--- config.mk ---
export PLATFORM = sky130hd
export DESIGN_NAME = scfg_top
export DESIGN_NICKNAME = d
export VERILOG_FILES = /design/src/core/scfg_pkg.sv /design/src/core/scfg_top.sv
export VERILOG_INCLUDE_DIRS = /design/src /design/src/core
export SDC_FILE = /design/constraint.sdc
export NUM_CORES = 1
export LEC_CHECK = 0
export BUFFER_PORTS_ARGS = -buffer_cell sky130_fd_sc_hd__buf_2
export CORE_ASPECT_RATIO = 0.7
export CORE_MARGIN = 2
export CORE_UTILIZATION = 56
export CTS_BUF_LIST = sky130_fd_sc_hd__clkbuf_4 sky130_fd_sc_hd__clkbuf_8
export DETAILED_ROUTE_END_ITERATION = 16
export GPL_ROUTABILITY_DRIVEN = 0
export PLACE_DENSITY_LB_ADDON = 0.05
export SLEW_MARGIN = 20
export SYNTH_ARGS = -nofsm -noshare
export SYNTH_HDL_FRONTEND = slang
export SYNTH_SLANG_ARGS = --single-unit
export TNS_END_PERCENT = 30
--- constraint.sdc ---
create_clock -name clk -period 7.03 [get_ports clk]
set_clock_uncertainty 0.1 [all_clocks]
set_input_delay 1.406 -clock clk [delete_from_list [all_inputs] [get_ports clk]]
set_output_delay 1.406 -clock clk [all_outputs]
set_load 0.005 [all_outputs]
--- src/core/scfg_defs.svh ---
// Offsets, field positions, reset values and timing figures of the config block
`ifndef SCFG_DEFS_SVH
`define SCFG_DEFS_SVH
`define SCFG_ADDR_RST_CTL 16'hFE88
`define SCFG_ADDR_CS_RATE 16'hFE89
`define SCFG_ADDR_OTW 16'hFE8A
`define SCFG_ADDR_IRQ_STAT 16'hFE8B
`define SCFG_ADDR_IRQ_MASK 16'hFE8C
`define SCFG_ADDR_LS_EN 16'hFE8D
`define SCFG_RST_CTL_RESET 4'h0
`define SCFG_CS_RATE_RESET 2'h0
`define SCFG_OTW_RESET 8'h00
`define SCFG_IRQ_MASK_RESET 4'h0
`define SCFG_LS_EN_RESET 2'h0
`define SCFG_DLY_LSB 2
`define SCFG_OTW_THR1_LSB 0
`define SCFG_OTW_TRIG1 2
`define SCFG_OTW_NODEB1 3
`define SCFG_OTW_THR2_LSB 4
`define SCFG_OTW_TRIG2 6
`define SCFG_OTW_NODEB2 7
`define SCFG_IRQ_DONE_LSB 0
`define SCFG_IRQ_WARN_LSB 2
`define SCFG_CLK_MHZ 10
`define SCFG_RESTART_500_US 500000
`define SCFG_RESTART_1S_US 1000000
`define SCFG_RESTART_2S_US 2000000
`define SCFG_DEBOUNCE_US 100000
`define SCFG_CS_RATE0_US 10500
`define SCFG_CS_RATE1_US 52400
`define SCFG_CS_RATE2_US 104900
`define SCFG_CS_RATE3_US 209700
`define SCFG_US_TO_CYC(us) ((us) * `SCFG_CLK_MHZ)
`endif

--- src/core/scfg_pkg.sv ---
// Types shared by the supply config block
package scfg_pkg;
  typedef logic [7:0] scfg_byte_t;
  typedef logic [15:0] scfg_addr_t;
  typedef logic [1:0] scfg_pair_t;
  typedef enum logic [1:0]
  {
    SEQ_IDLE = 2'b00,
    SEQ_OFF = 2'b01,
    SEQ_RESTART = 2'b10
  } scfg_seq_t;
endpackage

--- src/core/scfg_top.sv ---
// Supply software reset, sense refresh and overtemperature warning config block
`timescale 1ns/1ps
`include "scfg_defs.svh"
module scfg_top #(
  parameter int unsigned RESTART_500_CYC = `SCFG_US_TO_CYC(`SCFG_RESTART_500_US),
  parameter int unsigned RESTART_1S_CYC = `SCFG_US_TO_CYC(`SCFG_RESTART_1S_US),
  parameter int unsigned RESTART_2S_CYC = `SCFG_US_TO_CYC(`SCFG_RESTART_2S_US),
  parameter int unsigned DEBOUNCE_CYC = `SCFG_US_TO_CYC(`SCFG_DEBOUNCE_US),
  parameter int unsigned CS_RATE0_CYC = `SCFG_US_TO_CYC(`SCFG_CS_RATE0_US),
  parameter int unsigned CS_RATE1_CYC = `SCFG_US_TO_CYC(`SCFG_CS_RATE1_US),
  parameter int unsigned CS_RATE2_CYC = `SCFG_US_TO_CYC(`SCFG_CS_RATE2_US),
  parameter int unsigned CS_RATE3_CYC = `SCFG_US_TO_CYC(`SCFG_CS_RATE3_US)
)(
  input wire logic clk,
  input wire logic rst,
  input wire scfg_pkg::scfg_addr_t addr,
  input wire scfg_pkg::scfg_byte_t wdata,
  input wire logic wr,
  input wire logic rd,
  output scfg_pkg::scfg_byte_t rdata,
  input wire scfg_pkg::scfg_byte_t temp_zone_one,
  input wire scfg_pkg::scfg_byte_t temp_zone_two,
  input wire scfg_pkg::scfg_byte_t trip_level_one,
  input wire scfg_pkg::scfg_byte_t trip_level_two,
  input wire logic undervoltage_flag_a,
  input wire logic undervoltage_flag_b,
  input wire logic soft_start_filter_flag_a,
  input wire logic soft_start_filter_flag_b,
  input wire logic checksum_flag,
  input wire logic line_sense_flag,
  output logic supply_on_a,
  output logic supply_on_b,
  output logic overtemp_trip_zone_one,
  output logic overtemp_trip_zone_two,
  output logic overtemp_warning_one,
  output logic overtemp_warning_two,
  output logic power_ok_channel_a,
  output logic power_ok_channel_b,
  output logic current_sense_sample,
  output logic irq
);
  import scfg_pkg::*;

  logic [3:0] ctl_q, ctl_d;
  logic [1:0] cs_q, cs_d;
  scfg_byte_t otw_q, otw_d;
  logic [3:0] stat_q, stat_d;
  logic [3:0] mask_q, mask_d;
  logic [1:0] lsen_q, lsen_d;
  scfg_byte_t rdata_q, rdata_d;
  logic [1:0] start;
  logic [1:0] done;
  logic [1:0] on;
  logic [1:0] warn;
  logic [1:0] warn_rise;
  logic [1:0] trip;
  logic [1:0] pg;
  logic [1:0] raw;
  logic [1:0] nodeb;
  logic [1:0] trig;
  scfg_pair_t thr [2];
  scfg_byte_t temp [2];
  scfg_byte_t tlvl [2];
  logic [1:0] uv;
  logic [1:0] ss;
  logic [24:0] dly_cyc;
  logic [21:0] cs_cnt_q, cs_cnt_d;
  logic [21:0] cs_lim;
  logic cs_pulse_q, cs_pulse_d;

  // Per-channel wiring
  assign temp[0] = temp_zone_one;
  assign temp[1] = temp_zone_two;
  assign tlvl[0] = trip_level_one;
  assign tlvl[1] = trip_level_two;
  assign thr[0] = otw_q[`SCFG_OTW_THR1_LSB +: 2];
  assign thr[1] = otw_q[`SCFG_OTW_THR2_LSB +: 2];
  assign nodeb = {otw_q[`SCFG_OTW_NODEB2], otw_q[`SCFG_OTW_NODEB1]};
  assign trig = {otw_q[`SCFG_OTW_TRIG2], otw_q[`SCFG_OTW_TRIG1]};
  assign uv = {undervoltage_flag_b, undervoltage_flag_a};
  assign ss = {soft_start_filter_flag_b, soft_start_filter_flag_a};

  // Register file
  always_comb
  begin
    ctl_d = {ctl_q[3:2], ctl_q[1:0] & ~start};
    cs_d = cs_q;
    otw_d = otw_q;
    mask_d = mask_q;
    lsen_d = lsen_q;
    stat_d = stat_q;
    rdata_d = 8'h00;
    if (wr)
    begin
      case (addr)
        `SCFG_ADDR_RST_CTL: ctl_d = {wdata[3:2], ctl_d[1:0] | wdata[1:0]};
        `SCFG_ADDR_CS_RATE: cs_d = wdata[1:0];
        `SCFG_ADDR_OTW: otw_d = wdata;
        `SCFG_ADDR_IRQ_MASK: mask_d = wdata[3:0];
        `SCFG_ADDR_LS_EN: lsen_d = wdata[1:0];
        default: ctl_d = ctl_d;
      endcase
    end
    if (rd)
    begin
      case (addr)
        `SCFG_ADDR_RST_CTL: rdata_d = {4'h0, ctl_q};
        `SCFG_ADDR_CS_RATE: rdata_d = {6'h00, cs_q};
        `SCFG_ADDR_OTW: rdata_d = otw_q;
        `SCFG_ADDR_IRQ_STAT:
        begin
          rdata_d = {4'h0, stat_q};
          stat_d = 4'h0;
        end
        `SCFG_ADDR_IRQ_MASK: rdata_d = {4'h0, mask_q};
        `SCFG_ADDR_LS_EN: rdata_d = {6'h00, lsen_q};
        default: rdata_d = 8'h00;
      endcase
    end
    // Set wins over read clear
    stat_d[`SCFG_IRQ_DONE_LSB +: 2] = stat_d[`SCFG_IRQ_DONE_LSB +: 2] | done;
    stat_d[`SCFG_IRQ_WARN_LSB +: 2] = stat_d[`SCFG_IRQ_WARN_LSB +: 2] | warn_rise;
  end

  always_ff @(posedge clk or posedge rst)
  begin
    if (rst)
    begin
      ctl_q <= `SCFG_RST_CTL_RESET;
      cs_q <= `SCFG_CS_RATE_RESET;
      otw_q <= `SCFG_OTW_RESET;
      stat_q <= 4'h0;
      mask_q <= `SCFG_IRQ_MASK_RESET;
      lsen_q <= `SCFG_LS_EN_RESET;
      rdata_q <= 8'h00;
    end
    else
    begin
      ctl_q <= ctl_d;
      cs_q <= cs_d;
      otw_q <= otw_d;
      stat_q <= stat_d;
      mask_q <= mask_d;
      lsen_q <= lsen_d;
      rdata_q <= rdata_d;
    end
  end

  assign rdata = rdata_q;
  assign irq = |(stat_q & mask_q);

  // Restart delay select
  always_comb
  begin
    case (ctl_q[`SCFG_DLY_LSB +: 2])
      2'b00: dly_cyc = 25'h0;
      2'b01: dly_cyc = 25'(RESTART_500_CYC);
      2'b10: dly_cyc = 25'(RESTART_1S_CYC);
      2'b11: dly_cyc = 25'(RESTART_2S_CYC);
      default: dly_cyc = 25'h0;
    endcase
  end

  // Sense refresh timer
  always_comb
  begin
    case (cs_q)
      2'b00: cs_lim = 22'(CS_RATE0_CYC);
      2'b01: cs_lim = 22'(CS_RATE1_CYC);
      2'b10: cs_lim = 22'(CS_RATE2_CYC);
      2'b11: cs_lim = 22'(CS_RATE3_CYC);
      default: cs_lim = 22'(CS_RATE0_CYC);
    endcase
    cs_pulse_d = cs_cnt_q >= cs_lim - 22'h1;
    cs_cnt_d = cs_pulse_d ? 22'h0 : cs_cnt_q + 22'h1;
  end

  always_ff @(posedge clk or posedge rst)
  begin
    if (rst)
    begin
      cs_cnt_q <= 22'h0;
      cs_pulse_q <= 1'b0;
    end
    else
    begin
      cs_cnt_q <= cs_cnt_d;
      cs_pulse_q <= cs_pulse_d;
    end
  end

  assign current_sense_sample = cs_pulse_q;

  for (genvar i = 0; i < 2; i++)
  begin : g_ch
    scfg_seq_t st_q, st_d;
    logic [24:0] cnt_q, cnt_d;
    logic on_q;
    logic [19:0] dcnt_q, dcnt_d;
    logic w_q, w_d;
    logic t_q;
    logic pg_q, pg_d;

    // Off, wait, restart sequence
    always_comb
    begin
      st_d = st_q;
      cnt_d = cnt_q;
      case (st_q)
        SEQ_IDLE:
          if (ctl_q[i])
          begin
            st_d = SEQ_OFF;
            cnt_d = dly_cyc;
          end
        SEQ_OFF:
          if (cnt_q == 25'h0)
            st_d = SEQ_RESTART;
          else
            cnt_d = cnt_q - 25'h1;
        SEQ_RESTART: st_d = SEQ_IDLE;
        default: st_d = SEQ_IDLE;
      endcase
    end

    // Warning threshold, debounce and power-good
    always_comb
    begin
      raw[i] = {1'b0, temp[i]} > {1'b0, tlvl[i]} + {7'h00, thr[i]} + 9'h001;
      dcnt_d = 20'h0;
      w_d = w_q;
      if (nodeb[i])
        w_d = raw[i];
      else if (raw[i] != w_q)
      begin
        if (dcnt_q >= 20'(DEBOUNCE_CYC) - 20'h1)
          w_d = raw[i];
        else
          dcnt_d = dcnt_q + 20'h1;
      end
      pg_d = ~(uv[i] | ~on_q | checksum_flag | ss[i] | (lsen_q[i] & line_sense_flag)
             | (trig[i] & w_q));
    end

    always_ff @(posedge clk or posedge rst)
    begin
      if (rst)
      begin
        st_q <= SEQ_IDLE;
        cnt_q <= 25'h0;
        on_q <= 1'b1;
        dcnt_q <= 20'h0;
        w_q <= 1'b0;
        t_q <= 1'b0;
        pg_q <= 1'b0;
      end
      else
      begin
        st_q <= st_d;
        cnt_q <= cnt_d;
        on_q <= st_d != SEQ_OFF;
        dcnt_q <= dcnt_d;
        w_q <= w_d;
        t_q <= temp[i] > tlvl[i];
        pg_q <= pg_d;
      end
    end

    assign start[i] = (st_q == SEQ_IDLE) & ctl_q[i];
    assign done[i] = st_q == SEQ_RESTART;
    assign on[i] = on_q;
    assign warn[i] = w_q;
    assign warn_rise[i] = w_d & ~w_q;
    assign trip[i] = t_q;
    assign pg[i] = pg_q;

  end

  assign supply_on_a = on[0];
  assign supply_on_b = on[1];
  assign overtemp_trip_zone_one = trip[0];
  assign overtemp_trip_zone_two = trip[1];
  assign overtemp_warning_one = warn[0];
  assign overtemp_warning_two = warn[1];
  assign power_ok_channel_a = pg[0];
  assign power_ok_channel_b = pg[1];
endmodule

==> Word level (Yosys, flattened, before mapping) <==
Index checks and enable logic that the tools add are counted.
Widths: inputs -> output; s select.
{ "word_totals": {"word_cells": 144, "ff_bits": 157, "in_bits": 66, "output_inout_bits": 18} }
{ "op_classes": {"addsub": 10, "mux": 33, "n_reduce_logical": 16, "n_lt_le_gt_ge": 7, "n_bitwise": 30, "n_eq_ne": 24} }
{ "ops": {"columns": ["cell", "count"], "rows": [
  ["$mux 20", 6],
  ["$mux 25", 4],
  ["$pmux 25 s2", 2],
  ["$pmux 25 s4", 1],
  ["$eq 16x16->1 const B", 6],
  ["$pmux 22 s4", 1],
  ["$logic_not 25->1", 2],
  ["$sub 25x1->25 const B", 2],
  ["$pmux 8 s6", 1],
  ["$add 20x1->20 const B", 2],
  ["$ge 20x20->1 const B", 2],
  ["$add 22x1->22 const B", 1],
  ["$ge 22x22->1", 1],
  ["$mux 22", 1],
  ["$sub 22x1->22 const B", 1],
  ["$add 8x2->9", 2],
  ["$add 9x1->9 const B", 2],
  ["$gt 8x9->1", 2],
  ["$gt 8x8->1", 2],
  ["$eq 2x2->1 const B", 6],
  ["$mux 2", 6],
  ["$or 1x1->1", 10],
  ["$reduce_and 2->1", 5],
  ["$and 1x1->1", 8],
  ["other kinds (17)", 44]
]} }

==> Logic depth before layout (Yosys ltp) <==
Gate-level depths: netlist of run 1.
{ "logic_depth": {"depth_word": 8, "mapped_depth": 14, "ltp_nobuf": 13} }

==> Least setup slack after synthesis of run 1 <==
OpenSTA, ideal clock, no wires.
{ "synth_timing": {"kind": "input -> register", "from": "input trip_level_two[1]", "to": "register g_ch[1].dcnt_q[0]", "t_required_ns": 6.788, "arrival_time_ns": 3.904, "setup_time_ns": 0.142, "cell_stages": 12, "path_buffers": 1, "path_slack_ns": 2.884, "path_cell_list": "ha_1 > nor2b_1 > o21ai_0 > nor2_1 > xnor2_1 > ha_1 > and3_1 > a211oi_1 > nor4b_1 > or3_1 > clkbuf_1 > a211oi_1"} }
{ "synth_between": {"elab_chain_len": 6} }
{ "synth_rtl": {"columns": ["element", "line_no", "text"], "rows": [
  ["start, declared", "scfg_top.sv:24", "input wire scfg_pkg::scfg_byte_t trip_level_two,"],
  ["$add 8x2->9", "scfg_top.sv:229", "raw[i] = {1'b0, temp[i]} > {1'b0, tlvl[i]} + {7'h00, thr[i]} + 9'h001;"],
  ["$add 9x1->9", "scfg_top.sv:229", null],
  ["$gt 8x9->1", "scfg_top.sv:229", null],
  ["$ne 1x1->1", "scfg_top.sv:234", "else if (raw[i] != w_q)"],
  ["$mux 20", "scfg_top.sv:234", null],
  ["$mux 20", "scfg_top.sv:232", "if (nodeb[i])"],
  ["net g_ch[1].dcnt_d[0]", "scfg_top.sv:199", "logic [19:0] dcnt_q, dcnt_d;"],
  ["end signal, assigned", "scfg_top.sv:262", "dcnt_q <= dcnt_d;"],
  ["end, declared", "scfg_top.sv:199", null]
]} }
The timed path passes the listed nets, and every way through them passes these cells.
A chain may end at the register's enable or synchronous reset.

==> Worst setup path in the final report of run 1 <==
{ "layout_timing": {"from": "input trip_level_two[1]", "to": "register g_ch[1].dcnt_q[17]"} }
The elaborated chain is that of the path after synthesis.

==> impl_metrics.tcl, run 1 <==
set metrics [dict create \
    status "finished, final reports clean" \
    yosys.area.top_type_share 0.3977 \
    end_kind "register" \
    synth.ff_latch_count 157 \
    first_iter_violations 793 \
    wl_per_cell_um 17.49 \
    cts-root-buf "clkbuf_8" \
    slowest_stage "or3_1" \
    synth_cells 1022 \
    leakage_nw 5.235 \
    synthTopCellsByArea "dfrtp_1, ha_1, xnor2_1" \
    grt_pass1_vias 7516 \
    finalMaxSlewViolations 0 \
    critPathMaxFanout 21 \
    drive_gt1_frac 0.1502 \
    crit_chain "buf_2, ha_1, nor2b_1, o21ai_0, nor2_1, xnor2_1, ha_1, and3_1, a211oi_1, nor4b_1, or3_1, a211oi_1" \
    cpPeakStageDelay_ns 0.67 \
    cts.hold.buffers_added 0 \
    syn_nets 1158 \
    met3_usage 0.03948 \
    vias 8186 \
    nets 1228 \
    die_w_um 161.7 \
    synth-seq-area-share 0.4031 \
    hold_path.class "reg -> reg" \
    grt.total_usage 0.2644 \
    finalSetupTns_ns 0 \
    setup_viol 0 \
    cts_resized 0 \
    grt_pass1_wl_um 39050 \
    period_share 0.6185 \
    final.min_clock_period_ns 4.348 \
    cts_buffers 17 \
    rows 40 \
    relSlewSlack 0.3938 \
    antenna_found_initial 1 \
    start_util 0.5698 \
    vdd_drop_max_v 0.0001113 \
    synth_area_per_cell_um2 9.543 \
    clkSinkCount 157 \
    synth_edf_count 0 \
    grt_max_degree 101 \
    hold_viol 0 \
    power_density_nw_per_um2 170.0 \
    core_um2 17120 \
    io_pins 84 \
    die_y_um 114.4 \
    startpoint_type "input port" \
    io_buffers 83 \
    htreeDepth 4 \
    grt_setup_unrepaired "no" \
    vias_per_cell 6.123 \
    ant_nets 0 \
    grt_use_met2 0.3692 \
    drcViolationCount 0 \
    yosys_warnings 0 \
    synthArstFlopShare 1.000 \
    postCtsSetupBuffers 0 \
    report.power.total_mw 1.839 \
    worstMarginPinSlew_ns 0.9072 \
    crit_type "in -> reg" \
    grt_use_met1 0.4229 \
    clockBufferDepth 2 \
    ys.flop_type "dfrtp_1" \
    synthToLayoutAreaGrowth_pct 10.89 \
    drv_cap 0 \
    max_clock_freq_mhz 230.0 \
    gr-max-usage-layer "met1" \
    wl_um 23380 \
    yosys.area.top_type "dfrtp_1" \
    synthesis.area_um2 9753 \
    dr.pass1.iters 5 \
    clk_latency_ns 0.47 \
    synth_common_cells "dfrtp_1, nor2_1, ha_1" \
    die-area_um2 18500 \
    cts_tree "built" \
    grt_overflow 0 \
    required_ns 7.24 \
    clk_pin_slew_ns 0.08 \
    hpwl_um 16790 \
    yosys.cell_count.top_type "dfrtp_1" \
    fillers 1467 \
    synth.distinct_cells 81 \
    cp.arrival_ns 4.56 \
]
flip-flops by register name, indices dropped and copies added (netlist names):
name / cells
overtemp_trip_zone_one: 1
lsen_q: 2
g_ch.st_q: 4
otw_q: 8
stat_q: 4
current_sense_sample: 1
mask_q: 4
cs_cnt_q: 22
supply_on_b: 1
supply_on_a: 1
ctl_q: 4
g_ch.cnt_q: 50
overtemp_warning_two: 1
overtemp_warning_one: 1
power_ok_channel_b: 1
rdata: 8
power_ok_channel_a: 1
overtemp_trip_zone_two: 1
cs_q: 2
g_ch.dcnt_q: 40
area by class of cell:
class / instances / area [um2] / area share
Timing Repair Buffer: 91 / 475.5 / 0.04396
Sequential cell: 157 / 3931 / 0.3635
Antenna cell: 1 / 2.502 / 0.0002314
Clock inverter: 6 / 133.9 / 0.01238
Multi-Input combinational cell: 762 / 5421 / 0.5013
Tap cell: 231 / 289.0 / 0.02672
Clock buffer: 26 / 320.3 / 0.02962
Inverter: 63 / 241.5 / 0.02233
worst max-delay path, delay by kind of cell:
| kind | cells | cell delay (ns) |
|---|---|---|
| buffers and inverters | 1 | 0.12 |
| xor gates and xnor gates | 1 | 0.15 |
| and+or+nand+nor | 5 | 1.53 |
| AOI/OAI and AO/OA | 3 | 0.74 |
| adders and majority gates | 2 | 0.60 |
power by group:
group          switching, mW  internal (mW)  total (mW)  leakage, nW
Sequential           0.00828          0.911       0.919         2.14
Combinational         0.0853         0.0559       0.141         2.86
Clock                  0.339          0.440       0.779        0.236
through the flow:
step | setup WS (ns) | cell area [um2] | utilization | hold slack [ns] | cells
2_1_floorplan | 1.292 | 9753 | - | 0.3251 | 1022
3_5_place_dp | 2.244 | 10360 | 0.6052 | 0.3443 | 1304
3_3_place_gp | 2.290 | 10360 | 0.6052 | 0.3488 | 1304
6_report | 2.682 | 10820 | 0.6319 | 0.3628 | 1337
4_1_cts | 2.720 | 10810 | 0.6317 | 0.3629 | 1336
5_1_grt | 2.391 | 10810 | 0.6317 | 0.3766 | 1336
worst paths after layout:
kind / to / depth (start not counted) / slack [ns] / startpoint
worst max-delay path: g_ch[1].dcnt_q[17] / 12 / 2.68 / trip_level_two[1]
worst min-delay path: cs_cnt_q[0] / 1 / 0.36 / cs_cnt_q[0]
worst max register to register: g_ch[1].dcnt_q[17] / 11 / 3.29 / otw_q[5]
worst min register to register: cs_cnt_q[0] / 1 / 0.36 / cs_cnt_q[0]
max in group asynchronous: g_ch[0].dcnt_q[17] / 3 / 4.45 / rst
min in group asynchronous: g_ch[1].cnt_q[19] / 2 / 1.03 / rst
layout by cell type (no fill, tap or decap), drive strengths merged, types with 4 or more instances in the layout:
master   count
inv         63
nand2       59
a21o        12
mux2i        8
and2         8
o221ai       4
and4        11
mux2        18
or4         12
and3        19
xor2        29
nor3        55
bufinv       4
nor2        82
nor2b        6
dfrtp      155
a221oi       5
a211o        4
buf         91
a22oi        8
xnor2       37
o21a         4
ha          68
nand4       29
clkbuf      26
or3          9
o22ai        5
o22a        12
o31ai        8
a21oi       28
o31a         4
a31oi       24
o21ai       31
o311ai       5
o211ai       9
a2bb2oi      5
nor4        19
a211oi      28
nand3       44
o311a        4
per-layer routing:
metal	up-vias	wire length, um
met5	-	0
met4	0	331
met3	29	1322
met2	261	9745
met1	3935	11980
li1	3961	-
cells by family (layout without fill, tap and decap cells):
kind of cell / Yosys count / after routing / share of synthesized area
compound gates: 226 / 226 / 0.1683
fa+ha+maj: 70 / 70 / 0.09134
xor+xnor: 66 / 66 / 0.05927
other cells: 0 / 1 / 0
simple gates: 372 / 372 / 0.2033
buf+inv: 103 / 186 / 0.04105
mux: 28 / 28 / 0.03361
flops: 157 / 157 / 0.4031
Power figures use the tool's default switching activity.
==> inputs of run 2 (changes only) <==
==> constraint.sdc (replaced) <==
create_clock -name clk -period 4.6 [get_ports clk]
set_clock_uncertainty 0.1 [all_clocks]
set_input_delay 0.92 -clock clk [delete_from_list [all_inputs] [get_ports clk]]
set_output_delay 0.92 -clock clk [all_outputs]
set_load 0.005 [all_outputs]
==> run 2 against run 1 <==
Effect of this change:
- die area unchanged
- critical path depth up 1
- sequential share of layout area down 0.15 points
- flip-flop and latch count unchanged
- power up 54%
- first-iteration DRC count up 6.8%
- final area up 0.40%
- critical path type unchanged
- critical endpoint is now g_ch[1].dcnt_q[16]
- largest cell class unchanged
==> impl_metrics.tcl, run 2 (synthesized netlist as in run 1, its figures left out) <==
set metrics [dict create \
    status "finished, final reports clean" \
    crit_chain "buf_2, ha_1, nor2b_1, o21ai_0, nor2_1, xnor2_1, ha_1, and3_1, a211oi_1, nor4b_1, o21ai_1, buf_4, a211oi_1" \
    design_area_um2 10860 \
    relSlewSlack 0.4113 \
    die_w_um 161.7 \
    cts_tree "built" \
    drcViolationCount 0 \
    slowest_stage "nor4b_1" \
    cp.arrival_ns 3.84 \
    grt.total_usage 0.2628 \
    multi_input_area_um2 5423 \
    vias 8046 \
    hpwl_um 16400 \
    io_buffers 83 \
    nets 1232 \
    leakage_nw 5.249 \
    die-area_um2 18500 \
    setup_viol 0 \
    first_iter_violations 847 \
    rows 40 \
    postCtsSetupBuffers 0 \
    cts_resized 0 \
    hold_path.startpoint "cs_cnt_q[0]" \
    report.power.total_mw 2.833 \
    timing.rr.start "otw_q[5]" \
    clk_pin_slew_ns 0.08 \
    cts.hold.buffers_added 0 \
    final.min_clock_period_ns 3.570 \
    clockBufferDepth 2 \
    regArea_um2 3931 \
    required_ns 4.87 \
    htreeDepth 4 \
    antennaDiodeCount 0 \
    cpPeakStageDelay_ns 0.45 \
    hold_path.class "reg -> reg" \
    crit_type "in -> reg" \
    finalSetupTns_ns 0 \
    cts_buffers 17 \
    drive_gt1_frac 0.1533 \
    core_um2 17120 \
    vdd_drop_max_v 0.0001766 \
    clk_latency_ns 0.47 \
    startpoint_type "input port" \
    grt_pass1_wl_um 38870 \
    synthToLayoutAreaGrowth_pct 11.34 \
    largest_reg_flops 50 \
    hold_viol 0 \
    start_util 0.5698 \
    end_kind "register" \
    max_clock_freq_mhz 280.1 \
    drv_cap 0 \
    die_y_um 114.4 \
    cts-root-buf "clkbuf_8" \
    grt_setup_unrepaired "no" \
    grt_overflow 0 \
    grt_max_degree 108 \
    layout_commonest_cell "dfrtp_1" \
    antenna_found_initial 0 \
    finalMaxSlewViolations 0 \
    wl_per_cell_um 17.26 \
    io_pins 84 \
    critPathMaxFanout 20 \
    wl_um 23130 \
    final_cell_mix "dfrtp_1, buf_2, nor2_1" \
    top_register "g_ch.cnt_q" \
    ant_nets 0 \
    dpl_cell_area_um2 10400 \
    clkSinkCount 157 \
    worstMarginPinSlew_ns 0.8808 \
    fillers 1487 \
    reg.largest.list "g_ch.cnt_q x50, g_ch.dcnt_q x40, cs_cnt_q x22" \
    power_density_nw_per_um2 260.9 \
    period_share 0.7761 \
    dr.pass1.iters 8 \
    startpoint "trip_level_two[1]" \
    vias_per_cell 6.004 \
    grt_pass1_vias 7417 \
]
run 2: changes by cell type in the layout (fill, tap and decap cells not counted), moves of 2 or more:
| cell | before | now |
|---|---|---|
| buf_4 | 8 | 11 |
| clkbuf_4 | 6 | 1 |
| clkbuf_8 | 20 | 17 |
| clkinv_2 | 1 | 3 |
| clkinv_4 | 1 | 3 |
| clkinvlp_4 | 0 | 2 |
run 2: per-stage QoR:
step                      hold WS (ns)  setup slack (ns)  cells    util
after floorplan                 0.3251            0.9401   1022       -
after global placement          0.3530            0.6405   1308  0.6076
after detailed placement        0.3480            0.5352   1308  0.6076
after CTS                       0.3662             1.052   1340  0.6344
after global routing            0.3958            0.7419   1340  0.6344
final                           0.3664             1.030   1340  0.6344
run 2: area by class of cell:
class                      instances  area share
inverter                          63     0.02212
sequential                       157      0.3620
timing repair buffer              95     0.04770
clock inverter                    14     0.01993
multi-input combinational        762      0.4994
clock buffer                      18     0.02224
tap                              231     0.02662
run 2: final timing paths:
kind                                       to  slack [ns]  depth (start not counted)
min                               cs_cnt_q[0]        0.37                          1
min in group asynchronous   g_ch[0].dcnt_q[4]        0.48                          2
max reg2reg                g_ch[1].dcnt_q[16]        1.16                         12
max                        g_ch[1].dcnt_q[16]        1.03                         13
max in group asynchronous   g_ch[1].cnt_q[14]        2.89                          3
min reg2reg                       cs_cnt_q[0]        0.37                          1
run 2: report_power, final:
group | internal (mW) | switching, mW | total [mW]
logic | 0.0893 | 0.131 | 0.220
clock network | 0.654 | 0.553 | 1.21
registers | 1.39 | 0.0140 | 1.41
total | 2.14 | 0.698 | 2.83
run 2: per-layer routing:
metal	global-route usage	wire (um)	vias to the layer above
met2	0.3581	9445	219
met4	0.05133	150	0
met5	0	0	-
li1	-	-	3965
met1	0.4273	12310	3846
met3	0.05324	1223	16
run 2: worst max-delay path: cells and delay by family:
family / cells / cell delay, ns
AO/OA/AOI/OAI: 4 / 0.97
XOR/XNOR: 1 / 0.14
adder cells (fa/ha/maj): 2 / 0.59
buffers and inverters: 2 / 0.36
AND/OR/NAND/NOR: 4 / 0.86
==> inputs of run 3 (changes only) <==
==> constraint.sdc (replaced) <==
create_clock -name clk -period 3.08 [get_ports clk]
set_clock_uncertainty 0.1 [all_clocks]
set_input_delay 0.616 -clock clk [delete_from_list [all_inputs] [get_ports clk]]
set_output_delay 0.616 -clock clk [all_outputs]
set_load 0.005 [all_outputs]
==> run 3 against run 2 <==
Effect of this change:
- the flow now finishes with violations (setup timing)
- worst hold slack got worse by 0.23 ns
- flip-flop and latch count did not move
- core utilization is 4.6 points higher
- die area unchanged
- first-iteration DRC count fell by 21%
- sequential power is 49% higher
- worst setup slack got worse by 1.1 ns
- largest power group unchanged
- critical path depth fell by 1
- combinational power grew 120%
- global-route usage rose by 1.2 points
- cell count rose by 3.7%
==> impl_metrics.tcl, run 3 (synthesized netlist as in run 1, its figures left out) <==
set metrics [dict create \
    status "finished with violations" \
    violations "setup timing" \
    cts-root-buf "clkbuf_8" \
    core_um2 17120 \
    cp.arrival_ns 3.35 \
    finalMaxSlewViolations 0 \
    startpoint_type "register" \
    io_pins 84 \
    end_kind "register" \
    preCtsSetupSlack_ns -0.5563 \
    critPathMaxFanout 10 \
    first_iter_violations 671 \
    cts_tree "built" \
    multi_input_area_um2 5748 \
    io_buffers 83 \
    dr.pass1.iters 6 \
    grt_overflow 0 \
    relSlewSlack 0.4654 \
    clk_pin_slew_ns 0.09 \
    period_share 1.019 \
    crit_type "reg -> reg" \
    clkSinkCount 157 \
    wl_per_cell_um 17.76 \
    hold_viol 0 \
    hpwl_um 17280 \
    final.min_clock_period_ns 3.138 \
    antennaDiodeCount 0 \
    slowest_stage "dfrtp_1" \
    clockBufferDepth 2 \
    regArea_um2 3931 \
    vdd_drop_max_v 0.0002098 \
    worstMarginPinSlew_ns 0.8019 \
    power_density_nw_per_um2 367.8 \
    final_cell_mix "dfrtp_1, buf_2, nor2_1" \
    reg2reg_depth 12 \
    crit_cells 12 \
    leakage_nw 5.557 \
    die_y_um 114.4 \
    path_buf_inv 1 \
    cts.hold.buffers_added 0 \
    drcViolationCount 0 \
    grt_max_degree 61 \
    layout_commonest_cell "dfrtp_1" \
    die_w_um 161.7 \
    largest_reg_flops 50 \
    drive_gt1_frac 0.2390 \
    ant_nets 0 \
    setup_viol 32 \
    htreeDepth 4 \
    postLayoutCoreUtil 0.6808 \
    nets 1282 \
    top_register "g_ch.cnt_q" \
    rows 40 \
    hold_path.class "in -> async" \
    required_ns 3.29 \
    start_util 0.5698 \
    report.power.total_mw 4.286 \
    grt.total_usage 0.2745 \
    grt_pass1_vias 7972 \
    startpoint "otw_q[1]" \
    cpPeakStageDelay_ns 0.41 \
    setup.worst_path.end "g_ch[0].dcnt_q[14]" \
    fin_ws_ns -0.05779 \
    max_clock_freq_mhz 318.7 \
    vias_per_cell 6.090 \
    finalSetupTns_ns -0.9405 \
    crit_chain "ha_1, a21o_1, nand2b_1, or3_1, xnor2_1, ha_1, and3_4, a221oi_4, a211oi_2, xnor2_1, bufbuf_16, nor3_2" \
    reg2reg_slack_ns -0.06 \
    synthToLayoutAreaGrowth_pct 19.49 \
    antenna_found_initial 0 \
    cts_buffers 17 \
    vias 8465 \
    reg.largest.list "g_ch.cnt_q x50, g_ch.dcnt_q x40, cs_cnt_q x22" \
    worst_path_dominant_cell_family "simple AND/OR/NAND/NOR gates" \
    drv_cap 0 \
    clk_latency_ns 0.46 \
    fillers 1398 \
    wl_um 24690 \
    timing.rr.start "otw_q[1]" \
    grt_setup_unrepaired "yes" \
    worst_r2r_endpoint "g_ch[0].dcnt_q[14]" \
    grt_pass1_wl_um 40630 \
    die-area_um2 18500 \
]
-- run 3: layout make-up --
class	count	area share
Multi-Input combinational cell	762	0.4932
Sequential cell	157	0.3373
Timing Repair Buffer	145	0.08654
Tap cell	231	0.02480
Clock buffer	21	0.02319
Inverter	63	0.02061
Clock inverter	11	0.01428
-- run 3: report_power, final --
part / switching, mW / total, mW / leakage [nW] / internal (mW)
Combinational: 0.253 / 0.482 / 3.20 / 0.229
Clock: 0.773 / 1.70 / 0.216 / 0.928
Sequential: 0.0243 / 2.10 / 2.14 / 2.08
-- run 3: metrics by stage --
step	hold WS [ns]	instance area [um2]	instances
after floorplan	0.3251	9757	1022
after global placement	0.3486	10740	1347
after detailed placement	0.3487	10740	1347
after CTS	0.1389	11440	1388
after global routing	0.1616	11650	1390
final	0.1407	11650	1390
-- run 3: how the worst min path moves through the flow --
stage	start	end	slack (ns)	depth (start not counted)
floorplan	cs_cnt_q[0]	cs_cnt_q[0]	0.33	1
global placement	cs_cnt_q[0]	cs_cnt_q[0]	0.35	1
detailed placement	cs_cnt_q[0]	cs_cnt_q[0]	0.35	1
CTS	rst	g_ch[0].cnt_q[12]	0.14	2
global route	rst	g_ch[0].cnt_q[12]	0.16	2
finish	rst	g_ch[0].cnt_q[12]	0.14	2
-- run 3: worst register-to-register path, delay by kind of cell (launching register included) --
| family | cells | cell delay [ns] |
|---|---|---|
| simple gates | 4 | 0.67 |
| fa+ha+maj | 2 | 0.58 |
| compound gates | 3 | 0.48 |
| xor+xnor | 2 | 0.42 |
| flops | 1 | 0.41 |
| buf+inv | 1 | 0.34 |
-- run 3: what timing repair did --
action | CTS | global route
gates resized for setup | 35 | 37
endpoints found under the setup margin | 42 | 43
setup buffers | 7 | 1
pin swaps | 3 | 20
gates cloned | 2 | 1
-- run 3: metal layers --
metal | vias up | wire length, um | GRT usage
met4 | 0 | 378 | 0.07198
met1 | 4089 | 12050 | 0.4130
li1 | 4071 | - | -
met5 | - | 0 | 0
met3 | 31 | 1515 | 0.04962
met2 | 274 | 10750 | 0.4103
